## src/hdl/xmb_pkg.sv

```systemverilog
/*
 * constants for the external memory bus configuration block: register
 * offsets on the plain register port, field positions, reset values and
 * the memory map figures.
 * assumes a single core clock and nothing else from its surroundings.
 */
package xmb_pkg;
	// register offsets on the plain register port
	localparam logic [0:0] XMB_OFS_CTRL_A = 1'h0;
	localparam logic [0:0] XMB_OFS_CTRL_B = 1'h1;
	// reset values
	localparam logic [7:0] XMB_RST_CTRL_A = 8'h00;
	localparam logic [7:0] XMB_RST_CTRL_B = 8'h00;
	// control register a fields
	localparam int XMB_A_ENABLE = 7;
	localparam int XMB_A_SRL_LO = 4;
	localparam int XMB_A_UWAIT_LO = 2;
	localparam int XMB_A_LWAIT_LO = 0;
	// control register b fields
	localparam int XMB_B_KEEPER = 7;
	localparam int XMB_B_MASK_LO = 0;
	localparam logic [7:0] XMB_B_WRITE_MASK = 8'h87;
	// memory map
	localparam logic [15:0] XMB_SECTOR_STEP = 16'h2000;
	localparam logic [15:0] XMB_TOP_ADDR = 16'hFFFF;
	localparam logic [15:0] XMB_DEF_RAM_END = 16'h10FF;
	// wait codes
	localparam logic [1:0] XMB_WAIT_NONE = 2'h0;
	localparam logic [1:0] XMB_WAIT_ONE = 2'h1;
	localparam logic [1:0] XMB_WAIT_TWO = 2'h2;
	localparam logic [1:0] XMB_WAIT_TWO_IDLE = 2'h3;
	// access cycle states
	typedef enum logic [2:0] {
		XMB_IDLE, XMB_ADDR, XMB_STROBE, XMB_WAIT, XMB_TAIL, XMB_GAP
	} xmb_state_t;
endpackage : xmb_pkg

```

## src/hdl/xmb_ctrl.sv

```systemverilog
/*
 * external memory bus configuration and access sequencer: two control
 * registers, pin override of the muxed address/data port, high address
 * port and strobes, sector decode with per-sector wait states, bus keeper.
 * assumes the cpu data path issues one access request a cycle at most,
 * holds it until acc_done, and that pins are synchronous to core_clk
 * except ad_in, which passes two flip-flops.
 */
`timescale 1ns/1ps
// What this block does
// - enable bit hands pins to the bus
// - enabled bus ignores port direction settings except on released high pins
// - cleared enable restores normal port pins
// - disabled bus never aliases onto internal ram
// - zero limit: one sector, upper waits
// - limit k: upper from k*0x2000 upward
// - bits 3..2 give upper sector waits
// - bits 1..0 give lower sector waits
// - wait codes: 0,1,2, 2 plus idle
// - keeper holds muxed lines when floating
// - keeper works with bus disabled too
// - reserved control b bits read zero
// - mask releases top high address pins
// - released pins act as port pins
// - internal addresses still appear on the address pins
// - external space starts past internal ram
// - internal access: no read/store strobe
// - address valid at latch fall, low meanwhile
// - trailing latch pulse only if next accesses
module xmb_ctrl #(
	parameter logic [15:0] RAM_END = xmb_pkg::XMB_DEF_RAM_END
) (
	// clock and reset
	input wire logic core_clk,
	input wire logic rst,
	// register port
	input wire logic [0:0] reg_addr,
	input wire logic [7:0] reg_wdata,
	input wire logic reg_wr,
	input wire logic reg_rd,
	output logic [7:0] reg_rdata,
	// cpu data access request
	input wire logic acc_req,
	input wire logic acc_write,
	input wire logic [15:0] acc_addr,
	input wire logic [7:0] acc_wdata,
	input wire logic acc_next_data,
	output logic acc_done,
	output logic [7:0] acc_rdata,
	// port settings for the muxed and high pins when not overridden
	input wire logic [7:0] lo_port_out,
	input wire logic [7:0] lo_port_dir,
	input wire logic [7:0] hi_port_out,
	input wire logic [7:0] hi_port_dir,
	// muxed address/data pins (oe low drives)
	input wire logic [7:0] ad_in,
	output logic [7:0] ad_out,
	output logic [7:0] ad_oe_n,
	// high address pins (oe low drives)
	output logic [7:0] ha_out,
	output logic [7:0] ha_oe_n,
	// strobes, high active latch, low active read and store
	output logic latch_strobe,
	output logic rd_strobe_n,
	output logic wr_strobe_n,
	output logic keeper_on
);
	import xmb_pkg::*;

	initial begin
		if (RAM_END == 16'h0000 || RAM_END >= 16'hFF00) begin
			$error("xmb_ctrl: RAM_END out of range");
		end
	end

	// whole state of the block
	typedef struct packed {
		logic [7:0] ctrl_a;   // control register a
		logic [7:0] ctrl_b;   // control register b, reserved bits zero
		logic [7:0] rdata;    // register read data
		xmb_state_t st;       // access sequencer state
		logic [1:0] wcnt;     // wait cycles left
		logic [1:0] wcode;    // wait code of current access
		logic is_ext;         // current access goes off chip
		logic wr;             // current access is a store
		logic [15:0] addr;    // captured address
		logic [7:0] wdata;    // captured store data
		logic [7:0] ad_out;
		logic [7:0] ad_oe_n;
		logic [7:0] ha_out;
		logic [7:0] ha_oe_n;
		logic ale;
		logic rd_n;
		logic wr_n;
		logic done;
		logic [7:0] acc_rdata;
		logic keeper;
		logic [7:0] ad_s1;    // synchroniser first stage
		logic [7:0] ad_s2;    // synchroniser second stage
	} xmb_regs_t;

	xmb_regs_t r;
	xmb_regs_t next_r;

	// decoded configuration
	logic bus_en;
	logic [2:0] sec_limit;
	logic [2:0] hi_mask;
	logic [7:0] hi_release;
	logic sel_upper;
	logic [1:0] sel_code;
	logic addr_ext;

	assign bus_en = r.ctrl_a[XMB_A_ENABLE];
	assign sec_limit = r.ctrl_a[XMB_A_SRL_LO +: 3];
	assign hi_mask = r.ctrl_b[XMB_B_MASK_LO +: 3];

	// pins released from the high address byte, top pins first
	always_comb begin
		unique case (hi_mask)
			3'h0: hi_release = 8'h00;
			3'h1: hi_release = 8'h80;
			3'h2: hi_release = 8'hC0;
			3'h3: hi_release = 8'hE0;
			3'h4: hi_release = 8'hF0;
			3'h5: hi_release = 8'hF8;
			3'h6: hi_release = 8'hFC;
			3'h7: hi_release = 8'hFF;
		endcase
	end

	// sector decode from the top three address bits against the limit
	assign sel_upper = (sec_limit == 3'h0) || (acc_addr[15:13] >= sec_limit);
	assign sel_code = sel_upper ? r.ctrl_a[XMB_A_UWAIT_LO +: 2] :
		r.ctrl_a[XMB_A_LWAIT_LO +: 2];
	// external only above internal ram and only with the bus on
	assign addr_ext = bus_en && (acc_addr > RAM_END);

	// next state
	always_comb begin
		next_r = r;
		next_r.done = 1'b0;
		next_r.ad_s1 = ad_in;
		next_r.ad_s2 = r.ad_s1;
		next_r.keeper = r.ctrl_b[XMB_B_KEEPER];

		// register writes, reserved bits of b forced to zero
		if (reg_wr) begin
			if (reg_addr == XMB_OFS_CTRL_A) begin
				next_r.ctrl_a = reg_wdata;
			end else begin
				next_r.ctrl_b = reg_wdata & XMB_B_WRITE_MASK;
			end
		end
		// register reads answer next cycle
		if (reg_rd) begin
			next_r.rdata = (reg_addr == XMB_OFS_CTRL_A) ? r.ctrl_a : r.ctrl_b;
		end else begin
			next_r.rdata = 8'h00;
		end

		// access sequencer
		unique case (r.st)
			XMB_IDLE: begin
				next_r.ale = 1'b0;
				// a done pulse means the cpu still holds the finished
				// request, so taking it again would repeat the access
				if (acc_req && !r.done) begin
					next_r.is_ext = addr_ext;
					next_r.wr = acc_write;
					next_r.addr = acc_addr;
					next_r.wdata = acc_write ? acc_wdata : 8'h00;
					next_r.wcode = sel_code;
					next_r.wcnt = (sel_code == XMB_WAIT_NONE) ? 2'h0 :
						((sel_code == XMB_WAIT_ONE) ? 2'h1 : 2'h2);
					// address phase: latch high, low address on the bus
					next_r.ale = bus_en;
					next_r.st = XMB_ADDR;
				end
			end
			XMB_ADDR: begin
				// latch falls with the address still valid
				next_r.ale = 1'b0;
				next_r.st = XMB_STROBE;
				if (r.is_ext) begin
					next_r.rd_n = r.wr;
					next_r.wr_n = ~r.wr;
				end
			end
			XMB_STROBE: begin
				if (r.wcnt != 2'h0) begin
					next_r.wcnt = r.wcnt - 2'h1;
					next_r.st = XMB_STROBE;
				end else begin
					// last strobe cycle: release both strobes
					next_r.rd_n = 1'b1;
					next_r.wr_n = 1'b1;
					next_r.st = XMB_WAIT;
				end
			end
			XMB_WAIT: begin
				// the pin synchroniser needs this cycle before the last
				// strobe-time sample of a load reaches its second stage
				next_r.st = XMB_TAIL;
			end
			XMB_TAIL: begin
				next_r.rd_n = 1'b1;
				next_r.wr_n = 1'b1;
				next_r.done = 1'b1;
				next_r.acc_rdata = (r.is_ext && !r.wr) ? r.ad_s2 : 8'h00;
				next_r.ale = bus_en && acc_next_data && r.wcode != XMB_WAIT_TWO_IDLE;
				next_r.st = (r.wcode == XMB_WAIT_TWO_IDLE) ? XMB_GAP : XMB_IDLE;
			end
			XMB_GAP: begin
				// idle cycle before a new address is driven
				next_r.ale = bus_en && acc_next_data;
				next_r.st = XMB_IDLE;
			end
			default: begin
				next_r.st = XMB_IDLE;
			end
		endcase

		// muxed pins: address, then store data or released for read
		if (bus_en) begin
			if (next_r.st == XMB_ADDR) begin
				next_r.ad_out = next_r.addr[7:0];
				next_r.ad_oe_n = 8'h00;
			end else if (next_r.st == XMB_STROBE && next_r.wr) begin
				next_r.ad_out = next_r.wdata;
				next_r.ad_oe_n = 8'h00;
			end else if (next_r.st == XMB_STROBE || next_r.st == XMB_TAIL) begin
				next_r.ad_out = 8'h00;
				next_r.ad_oe_n = 8'hFF;
			end else begin
				next_r.ad_out = r.ad_out;
				next_r.ad_oe_n = 8'hFF;
			end
			// high pins: masked ones return to port control
			next_r.ha_out = (next_r.addr[15:8] & ~hi_release) |
				(hi_port_out & hi_release);
			// address pins always drive, released ones follow the port
			next_r.ha_oe_n = hi_release & ~hi_port_dir;
		end else begin
			// plain port behaviour
			next_r.ad_out = lo_port_out;
			next_r.ad_oe_n = ~lo_port_dir;
			next_r.ha_out = hi_port_out;
			next_r.ha_oe_n = ~hi_port_dir;
			next_r.ale = 1'b0;
			next_r.rd_n = 1'b1;
			next_r.wr_n = 1'b1;
		end

		if (rst) begin
			next_r = '0;
			next_r.ctrl_a = XMB_RST_CTRL_A;
			next_r.ctrl_b = XMB_RST_CTRL_B;
			next_r.st = XMB_IDLE;
			next_r.rd_n = 1'b1;
			next_r.wr_n = 1'b1;
			next_r.ad_oe_n = 8'hFF;
			next_r.ha_oe_n = 8'hFF;
		end
	end

	// one register bank for all state
	always_ff @(posedge core_clk) begin
		r <= next_r;
	end

	// outputs straight from flip-flops
	assign reg_rdata = r.rdata;
	assign acc_done = r.done;
	assign acc_rdata = r.acc_rdata;
	assign ad_out = r.ad_out;
	assign ad_oe_n = r.ad_oe_n;
	assign ha_out = r.ha_out;
	assign ha_oe_n = r.ha_oe_n;
	assign latch_strobe = r.ale;
	assign rd_strobe_n = r.rd_n;
	assign wr_strobe_n = r.wr_n;
	assign keeper_on = r.keeper;

	// strobes never move for internal accesses
	chk_internal_quiet: assert property (@(posedge core_clk) disable iff (rst)
		(r.st == XMB_STROBE && !r.is_ext) |-> (rd_strobe_n && wr_strobe_n))
		else $error("strobe active on internal access");

	// disabled bus leaves pins to the port
	chk_disabled_port: assert property (@(posedge core_clk) disable iff (rst)
		$past(!bus_en && !rst) |-> (ha_out == $past(hi_port_out)))
		else $error("high pins not under port control");

	// reserved bits of b always zero
	chk_reserved_zero: assert property (@(posedge core_clk) disable iff (rst)
		r.ctrl_b[6:3] == 4'h0)
		else $error("reserved control bits set");

	// keeper follows its bit one cycle later, bus state irrelevant
	chk_keeper_follow: assert property (@(posedge core_clk) disable iff (rst)
		##1 keeper_on == $past(r.ctrl_b[XMB_B_KEEPER]))
		else $error("keeper does not follow its bit");

	// no wait code: strobe lasts one cycle, then released
	chk_nowait_len: assert property (@(posedge core_clk) disable iff (rst)
		(r.st == XMB_ADDR && r.is_ext && r.wcode == XMB_WAIT_NONE)
		|=> (!rd_strobe_n || !wr_strobe_n) ##1 (rd_strobe_n && wr_strobe_n))
		else $error("zero wait strobe length wrong");

	// two waits: strobe held three cycles
	chk_twowait_len: assert property (@(posedge core_clk) disable iff (rst)
		(r.st == XMB_ADDR && r.is_ext && r.wcode == XMB_WAIT_TWO)
		|=> (!rd_strobe_n || !wr_strobe_n) [*3] ##1 (rd_strobe_n && wr_strobe_n))
		else $error("two wait strobe length wrong");

	// latch low while the strobe is active
	chk_latch_low: assert property (@(posedge core_clk) disable iff (rst)
		(!rd_strobe_n || !wr_strobe_n) |-> !latch_strobe)
		else $error("latch high during transfer");

	// zero limit uses the upper wait setting
	chk_one_sector: assert property (@(posedge core_clk) disable iff (rst)
		(r.st == XMB_IDLE && acc_req && !r.done && sec_limit == 3'h0)
		|=> r.wcode == $past(r.ctrl_a[3:2]))
		else $error("single sector wait code wrong");

	// internal addresses stay internal
	chk_internal_addr: assert property (@(posedge core_clk) disable iff (rst)
		(r.st == XMB_IDLE && acc_req && !r.done && acc_addr <= RAM_END) |=> !r.is_ext)
		else $error("internal address marked external");

	// lower sector takes the lower wait setting
	chk_lower_sector: assert property (@(posedge core_clk) disable iff (rst)
		(r.st == XMB_IDLE && acc_req && !r.done && sec_limit != 3'h0 &&
		acc_addr[15:13] < sec_limit) |=> r.wcode == $past(r.ctrl_a[1:0]))
		else $error("lower sector wait code wrong");

	// code three adds one idle cycle after the tail
	chk_idle_gap: assert property (@(posedge core_clk) disable iff (rst)
		(r.st == XMB_TAIL && r.wcode == XMB_WAIT_TWO_IDLE) |=> r.st == XMB_GAP)
		else $error("idle cycle missing after code three access");
endmodule // xmb_ctrl

```

## config.mk

```make
export PLATFORM = sky130hd
export DESIGN_NAME = xmb_ctrl
export DESIGN_NICKNAME = d
export VERILOG_FILES = /design/src/hdl/xmb_pkg.sv /design/src/hdl/xmb_ctrl.sv
export SDC_FILE = /design/constraint.sdc
export NUM_CORES = 1
export LEC_CHECK = 0
export BUFFER_PORTS_ARGS = -buffer_cell sky130_fd_sc_hd__buf_2
export CAP_MARGIN = 15
export CORE_AREA = 2 2 97 99
export CTS_BUF_LIST = sky130_fd_sc_hd__clkbuf_2
export DETAILED_ROUTE_END_ITERATION = 8
export DIE_AREA = 0 0 99 101
export GPL_TIMING_DRIVEN = 0
export PLACE_DENSITY_LB_ADDON = 0.2
export RECOVER_POWER = 100
export SETUP_SLACK_MARGIN = 0.5
export SKIP_CTS_REPAIR_TIMING = 1
export SLEW_MARGIN = 25
export SYNTH_ARGS = -nofsm -noshare
export SYNTH_HDL_FRONTEND = slang
export SYNTH_SLANG_ARGS = --single-unit
```

## constraint.sdc

```tcl
create_clock -name core_clk -period 2.7 [get_ports core_clk]
set_input_delay 0.675 -clock core_clk [delete_from_list [all_inputs] [get_ports core_clk]]
set_output_delay 0.675 -clock core_clk [all_outputs]
set_load 0.005 [all_outputs]
```

==> results.json, run 1 <==
{
  "comb_power_share": 0.145,
  "yosys_warnings": 0,
  "hp-start": "hi_port_dir[4]",
  "finalMaxSlewViolations": 0,
  "use_met2": 0.359,
  "outcome": "complete, no violations",
  "worst_slack_ns": 0.493,
  "grt_setup_unrepaired": "no",
  "post_drt_wl_per_cell_microns": 13.8,
  "ys.flop_type": "dfxtp_1",
  "critical-path-top-delay-family": "simple AND/OR/NAND/NOR gates",
  "clk_latency_ns": 0.64,
  "port-buffer-count": 131,
  "firstDrtPassIters": 6,
  "syn_avg_cell_area_sq_um": 9.55,
  "grt_start_max_net_pins": 17,
  "dp.cells": 713,
  "switchingPower_w": 0.000963,
  "holdPathStages": 2,
  "multi_input_comb_area_sq_um": 1690,
  "clkTransAtPathRegs_ns": 0.17,
  "worstHoldEndpoint": "ha_oe_n[4]",
  "synth-seq-cells": 113,
  "postSynth.asyncResetShare": 0,
  "synth_cell_types": 47,
  "synthToLayoutAreaGrowth_pct": 23.2,
  "relSlewSlack": 0.484,
  "setup_viol": 0,
  "cts_made_buffers": 17,
  "tritoncts": "yes",
  "synth-edff-count": 0,
  "cp_max_fo": 10,
  "synthMuxAreaShare": 0.0401,
  "die_h_microns": 101,
  "synth_cells": 471,
  "leakagePower_nw": 2.41,
  "placed_cell_area_sq_um": 5290,
  "rows": 35,
  "final.min_clock_period_ns": 2.21,
  "gp_congestion": 0.926,
  "drcViolationCount": 0,
  "track_usage": 0.207,
  "core_sq_um": 8980,
  "detail-route-antenna-nets": 0,
  "hold_violations": 0,
  "pwr-share-seq": 0.483,
  "regToRegStartpoint": "acc_done",
  "synth_compound_area_frac": 0.166,
  "cts_sinks": 113,
  "internal_power_w": 0.00280,
  "preCtsSetupSlack_ns": 0.364,
  "vias": 3719,
  "synth.cell_area_sq_um": 4500,
  "gr-usage-met1": 0.248,
  "fillers": 815,
  "finalNetCount": 705,
  "drive_above_1_share": 0.321,
  "fin_cells": 744,
  "worstPathRequired_ns": 3.21,
  "grt_pass1_wl_microns": 16300,
  "max_slew.worst_pin.slew_ns": 0.772,
  "overflow": 0,
  "drt_iter0_markers": 92,
  "r2r-end": "ad_oe_n[7]",
  "max_freq_mhz": 453,
  "rr_worst_depth": 5,
  "met3_usage": 0.0569,
  "ctsRootBufferMaster": "clkbuf_2",
  "via_per_inst": 5.00,
  "power_w": 0.00376,
  "grt_pass1_vias": 3548,
  "hpwl_microns": 7640,
  "crit_chain": "nand2b_1 > nor4_4 > clkbuf_1 > o31a_1 > o21ai_0",
  "num_io_pins": 133,
  "busiest_layer": "met2",
  "synth-xor-area-share": 0.00195,
  "totalWireLength_microns": 10300,
  "initial_utilization": 0.501,
  "die_area_sq_um": 10000,
  "crit_arrival_ns": 2.72,
  "cp-end-kind": "flip-flop",
  "period_share": 0.817,
  "worstHoldPathType": "in -> reg",
  "syn_nets": 555,
  "ff_latch_area_sq_um": 2260,
  "maxCapViolCount": 0,
  "cpPeakStageDelay_ns": 0.55,
  "vdd_ir_drop_max_uv": 273,
  "pwr-share-clk": 0.372,
  "r2r_slack_ns": 0.49,
  "synth-simple-area-share": 0.161,
  "synth_top_family_by_area": "compound AO/OA/AOI/OAI gates",
  "finalClockSkew_ns": 0.0179,
  "htree_levels": 4,
  "swShare": 0.256,
  "synth_fa_ha_area_frac": 0.0111,
  "crit_slowest_cell": "clkbuf_1",
  "synth_seq_area_share": 0.503,
  "worst-setup-path-type": "reg -> reg",
  "die_x_microns": 99,
  "fin_area_sq_um": 5540,
  "clock_path_buffers": 2,
  "critPathLaunchType": "flip-flop",
  "setup_tns_ns": 0,
  "power.density_nw_per_um2": 679,
  "antenna_found_initial": 0,
  "antenna_cells": 0,
  "path_buf_inv": 1
}
## sequential cells by signal, indices dropped and copies added (netlist names), 3 cells and up
register and count:
ha_oe_n 8, ha_out 8, hi_mask 3, ad_out 8, reg_rdata 8, r 49
hi_release 7, ad_oe_n 8, acc_rdata 8
## layout make-up
cell class / instances / share of cell area
Tap cell: 111 / 0.0251
Multi-Input combinational cell: 272 / 0.305
Clock inverter: 13 / 0.0391
Sequential cell: 113 / 0.408
Buffer: 76 / 0.0860
Clock buffer: 18 / 0.0163
Inverter: 10 / 0.00678
Timing Repair Buffer: 131 / 0.114
## kinds of logic after synthesis
| kind of cell | Yosys count |
|---|---|
| flops | 113 |
| buf+inv | 86 |
| fa+ha+maj | 4 |
| xor+xnor | 1 |
| compound gates | 104 |
| mux | 18 |
| simple gates | 145 |
## metrics by stage
| stage | hold WS, ns | utilization |
|---|---|---|
| 2_1_floorplan | 0.414 | - |
| 3_3_place_gp | 0.417 | 0.590 |
| 3_5_place_dp | 0.424 | 0.590 |
| 4_1_cts | 0.149 | 0.624 |
| 5_1_grt | 0.146 | 0.617 |
| 6_report | 0.199 | 0.617 |
## Yosys cell counts, types with 2 or more instances
master | number | area share
a2111oi_2 | 8 | 0.027
nor4b_1 | 3 | 0.0058
o21ai_0 | 20 | 0.022
dfxtp_1 | 113 | 0.50
nand3b_1 | 2 | 0.0033
buf_4 | 50 | 0.083
and2_1 | 3 | 0.0042
a31oi_1 | 3 | 0.0042
nand2b_1 | 7 | 0.0097
a22o_1 | 8 | 0.016
clkbuf_1 | 12 | 0.010
a21oi_1 | 33 | 0.037
mux2i_1 | 18 | 0.040
nand3_1 | 10 | 0.011
nor3_1 | 8 | 0.0089
buf_1 | 4 | 0.0033
buf_2 | 10 | 0.011
nand2_1 | 34 | 0.028
a211oi_1 | 12 | 0.020
nor2b_1 | 18 | 0.025
inv_1 | 10 | 0.0083
o22ai_1 | 8 | 0.011
ha_1 | 4 | 0.011
or3b_1 | 2 | 0.0039
nor2_1 | 49 | 0.041
## layer usage
metal  part of all wire  up-vias
met5                  0        -
met4              0.012        0
met3              0.051       13
met2               0.51       95
met1               0.43     1727
li1                   -     1884
## cells in the final DEF, fill, tap and decap left out, types with 20 or more instances in the layout
master and count:
dfxtp_1 113, o21ai_0 20, a21oi_1 33, nand2_1 34, nor2_1 49, clkbuf_1 37
buf_2 117, clkbuf_4 35
## worst max-delay path by stage
stage                 start      endpoint  slack (ns)  depth (start not counted)
6_report           acc_done    ad_oe_n[7]        0.49                          5
5_1_grt            acc_done    ad_oe_n[7]        0.33                          5
4_1_cts        acc_rdata[7]  acc_rdata[7]        0.75                          2
3_5_place_dp   acc_addr[13]         r[89]        0.36                          7
3_3_place_gp   acc_addr[13]         r[87]        0.39                          7
2_1_floorplan  acc_addr[13]         r[89]        0.61                          6
## power groups by stage
| stage | Combinational (W) | Clock [W] | Sequential [W] |
|---|---|---|---|
| 5_1_grt | 0.000608 | 0.00150 | 0.00183 |
| 6_report | 0.000547 | 0.00140 | 0.00182 |
| 4_1_cts | 0.000569 | 0.00143 | 0.00182 |
| 2_1_floorplan | 0.000391 | 0 | 0.00184 |
| 3_3_place_gp | 0.000555 | 0 | 0.00185 |
| 3_5_place_dp | 0.000566 | 0 | 0.00185 |
Note: power is estimated with default switching activity, not from simulation.
==> run 2: changes to the inputs <==
- CORE_AREA: 2 2 97 99 -> 2 2 100 102
- DIE_AREA: 0 0 99 101 -> 0 0 102 104
- clock period: 2.7 -> 2 ns (I/O delays scaled with it)
==> results.json, run 2 (synthesis gave the netlist of run 1 again) <==
{
  "core_sq_um": 9550,
  "via_per_inst": 4.90,
  "relSlewSlack": 0.571,
  "leakagePower_nw": 2.83,
  "port-buffer-count": 131,
  "finalClockSkew_ns": 0.0261,
  "finalMaxSlewViolations": 0,
  "cts_sinks": 113,
  "grt_pass1_vias": 3506,
  "fin_cells": 806,
  "worstPathRequired_ns": 2.55,
  "placed_cell_area_sq_um": 5460,
  "grt_setup_unrepaired": "yes",
  "internal_power_w": 0.00348,
  "drt_iter0_markers": 130,
  "cp_max_fo": 9,
  "num_io_pins": 133,
  "final_common_cell": "dfxtp_1",
  "max_freq_mhz": 532,
  "final.min_clock_period_ns": 1.88,
  "dp.cells": 735,
  "vias": 3953,
  "worst-setup-path-type": "reg -> reg",
  "busiest_layer": "met2",
  "swShare": 0.311,
  "cp-end-kind": "flip-flop",
  "die_area_sq_um": 10600,
  "overflow": 0,
  "initial_utilization": 0.471,
  "track_usage": 0.199,
  "outcome": "complete, no violations",
  "pwr-share-seq": 0.491,
  "firstDrtPassIters": 4,
  "die_x_microns": 102,
  "cp-startpoint": "r[89]",
  "regToRegStartpoint": "r[89]",
  "power.density_nw_per_um2": 754,
  "use_met2": 0.341,
  "ctsRootBufferMaster": "clkbuf_2",
  "clk_latency_ns": 0.66,
  "clkTransAtPathRegs_ns": 0.19,
  "cts_made_buffers": 17,
  "drive_above_1_share": 0.452,
  "hp-start": "hi_port_dir[7]",
  "mostFrequentLayoutCells": "dfxtp_1 (109), buf_6 (92), buf_2 (81), nor2_1 (49), nand2_1 (25)",
  "worstHoldPathType": "in -> reg",
  "antenna_cells": 0,
  "tritoncts": "yes",
  "synthToLayoutAreaGrowth_pct": 49.2,
  "clock_path_buffers": 2,
  "grt_pass1_wl_microns": 16600,
  "crit_arrival_ns": 2.43,
  "pwr-share-clk": 0.279,
  "maxCapViolCount": 0,
  "critPathLaunchType": "flip-flop",
  "comb_power_share": 0.231,
  "detail-route-antenna-nets": 0,
  "hold_violations": 0,
  "htree_levels": 4,
  "totalWireLength_microns": 11800,
  "largest_reg_flops": 49,
  "period_share": 0.939,
  "vdd_ir_drop_max_uv": 558,
  "die_h_microns": 104,
  "hpwl_microns": 7650,
  "antenna_found_initial": 0,
  "setup_viol": 0,
  "rows": 36,
  "post_drt_wl_per_cell_microns": 14.6,
  "holdWs_ns": 0.0437,
  "gr-usage-met1": 0.243,
  "gp_congestion": 0.803,
  "largest_register": "r",
  "grt_start_max_net_pins": 17,
  "power_w": 0.00506,
  "met3_usage": 0.0511,
  "max_slew.worst_pin.slew_ns": 0.644,
  "switchingPower_w": 0.00157,
  "fin_util": 0.703,
  "drcViolationCount": 0,
  "fin_area_sq_um": 6710,
  "finalNetCount": 744
}
## run 2: final timing paths
| path | to | slack [ns] | depth (start not counted) |
|---|---|---|---|
| max reg2reg | ad_out[6] | 0.12 | 7 |
| min reg2reg | r[7] | 0.44 | 1 |
| min | ha_oe_n[7] | 0.04 | 2 |
| max | ad_out[6] | 0.12 | 7 |
## run 2: critical path: stages, from the launching register on
cell	delay (ns)
dfxtp_1	0.37
inv_1	0.06
ha_2	0.19
or3b_4	0.38
a21oi_4	0.18
buf_12	0.15
a21oi_2	0.06
a2111oi_0	0.41
## run 2: area by class of cell
type | count | area (sq um)
Fill cell | 762 | 2840
Sequential cell | 113 | 2270
Multi-Input combinational cell | 272 | 2000
Timing Repair Buffer | 170 | 1370
Buffer | 76 | 636
Tap cell | 133 | 166
Clock inverter | 15 | 134
Clock buffer | 17 | 85.1
Inverter | 10 | 45.0
## run 2: per-layer routing
layer / wire [microns] / vias to the layer above
met5: 0 / -
met1: 4860 / 1857
li1: - / 1961
met3: 555 / 16
met4: 124 / 0
met2: 6250 / 119
## run 2: power by group through the flow
stage,clock network [W],logic (W),registers [W]
floorplan,0,0.000590,0.00249
global placement,0,0.000820,0.00250
detailed placement,0,0.000835,0.00251
CTS,0.00144,0.000839,0.00246
global route,0.00155,0.00126,0.00250
finish,0.00141,0.00117,0.00248
## run 2: through the flow
step	setup WS, ns	TNS [ns]
6_report	0.121	0
4_1_cts	0.0438	0
5_1_grt	0.0456	0
3_5_place_dp	-0.181	-0.540
2_1_floorplan	0.135	0
3_3_place_gp	-0.155	-0.461
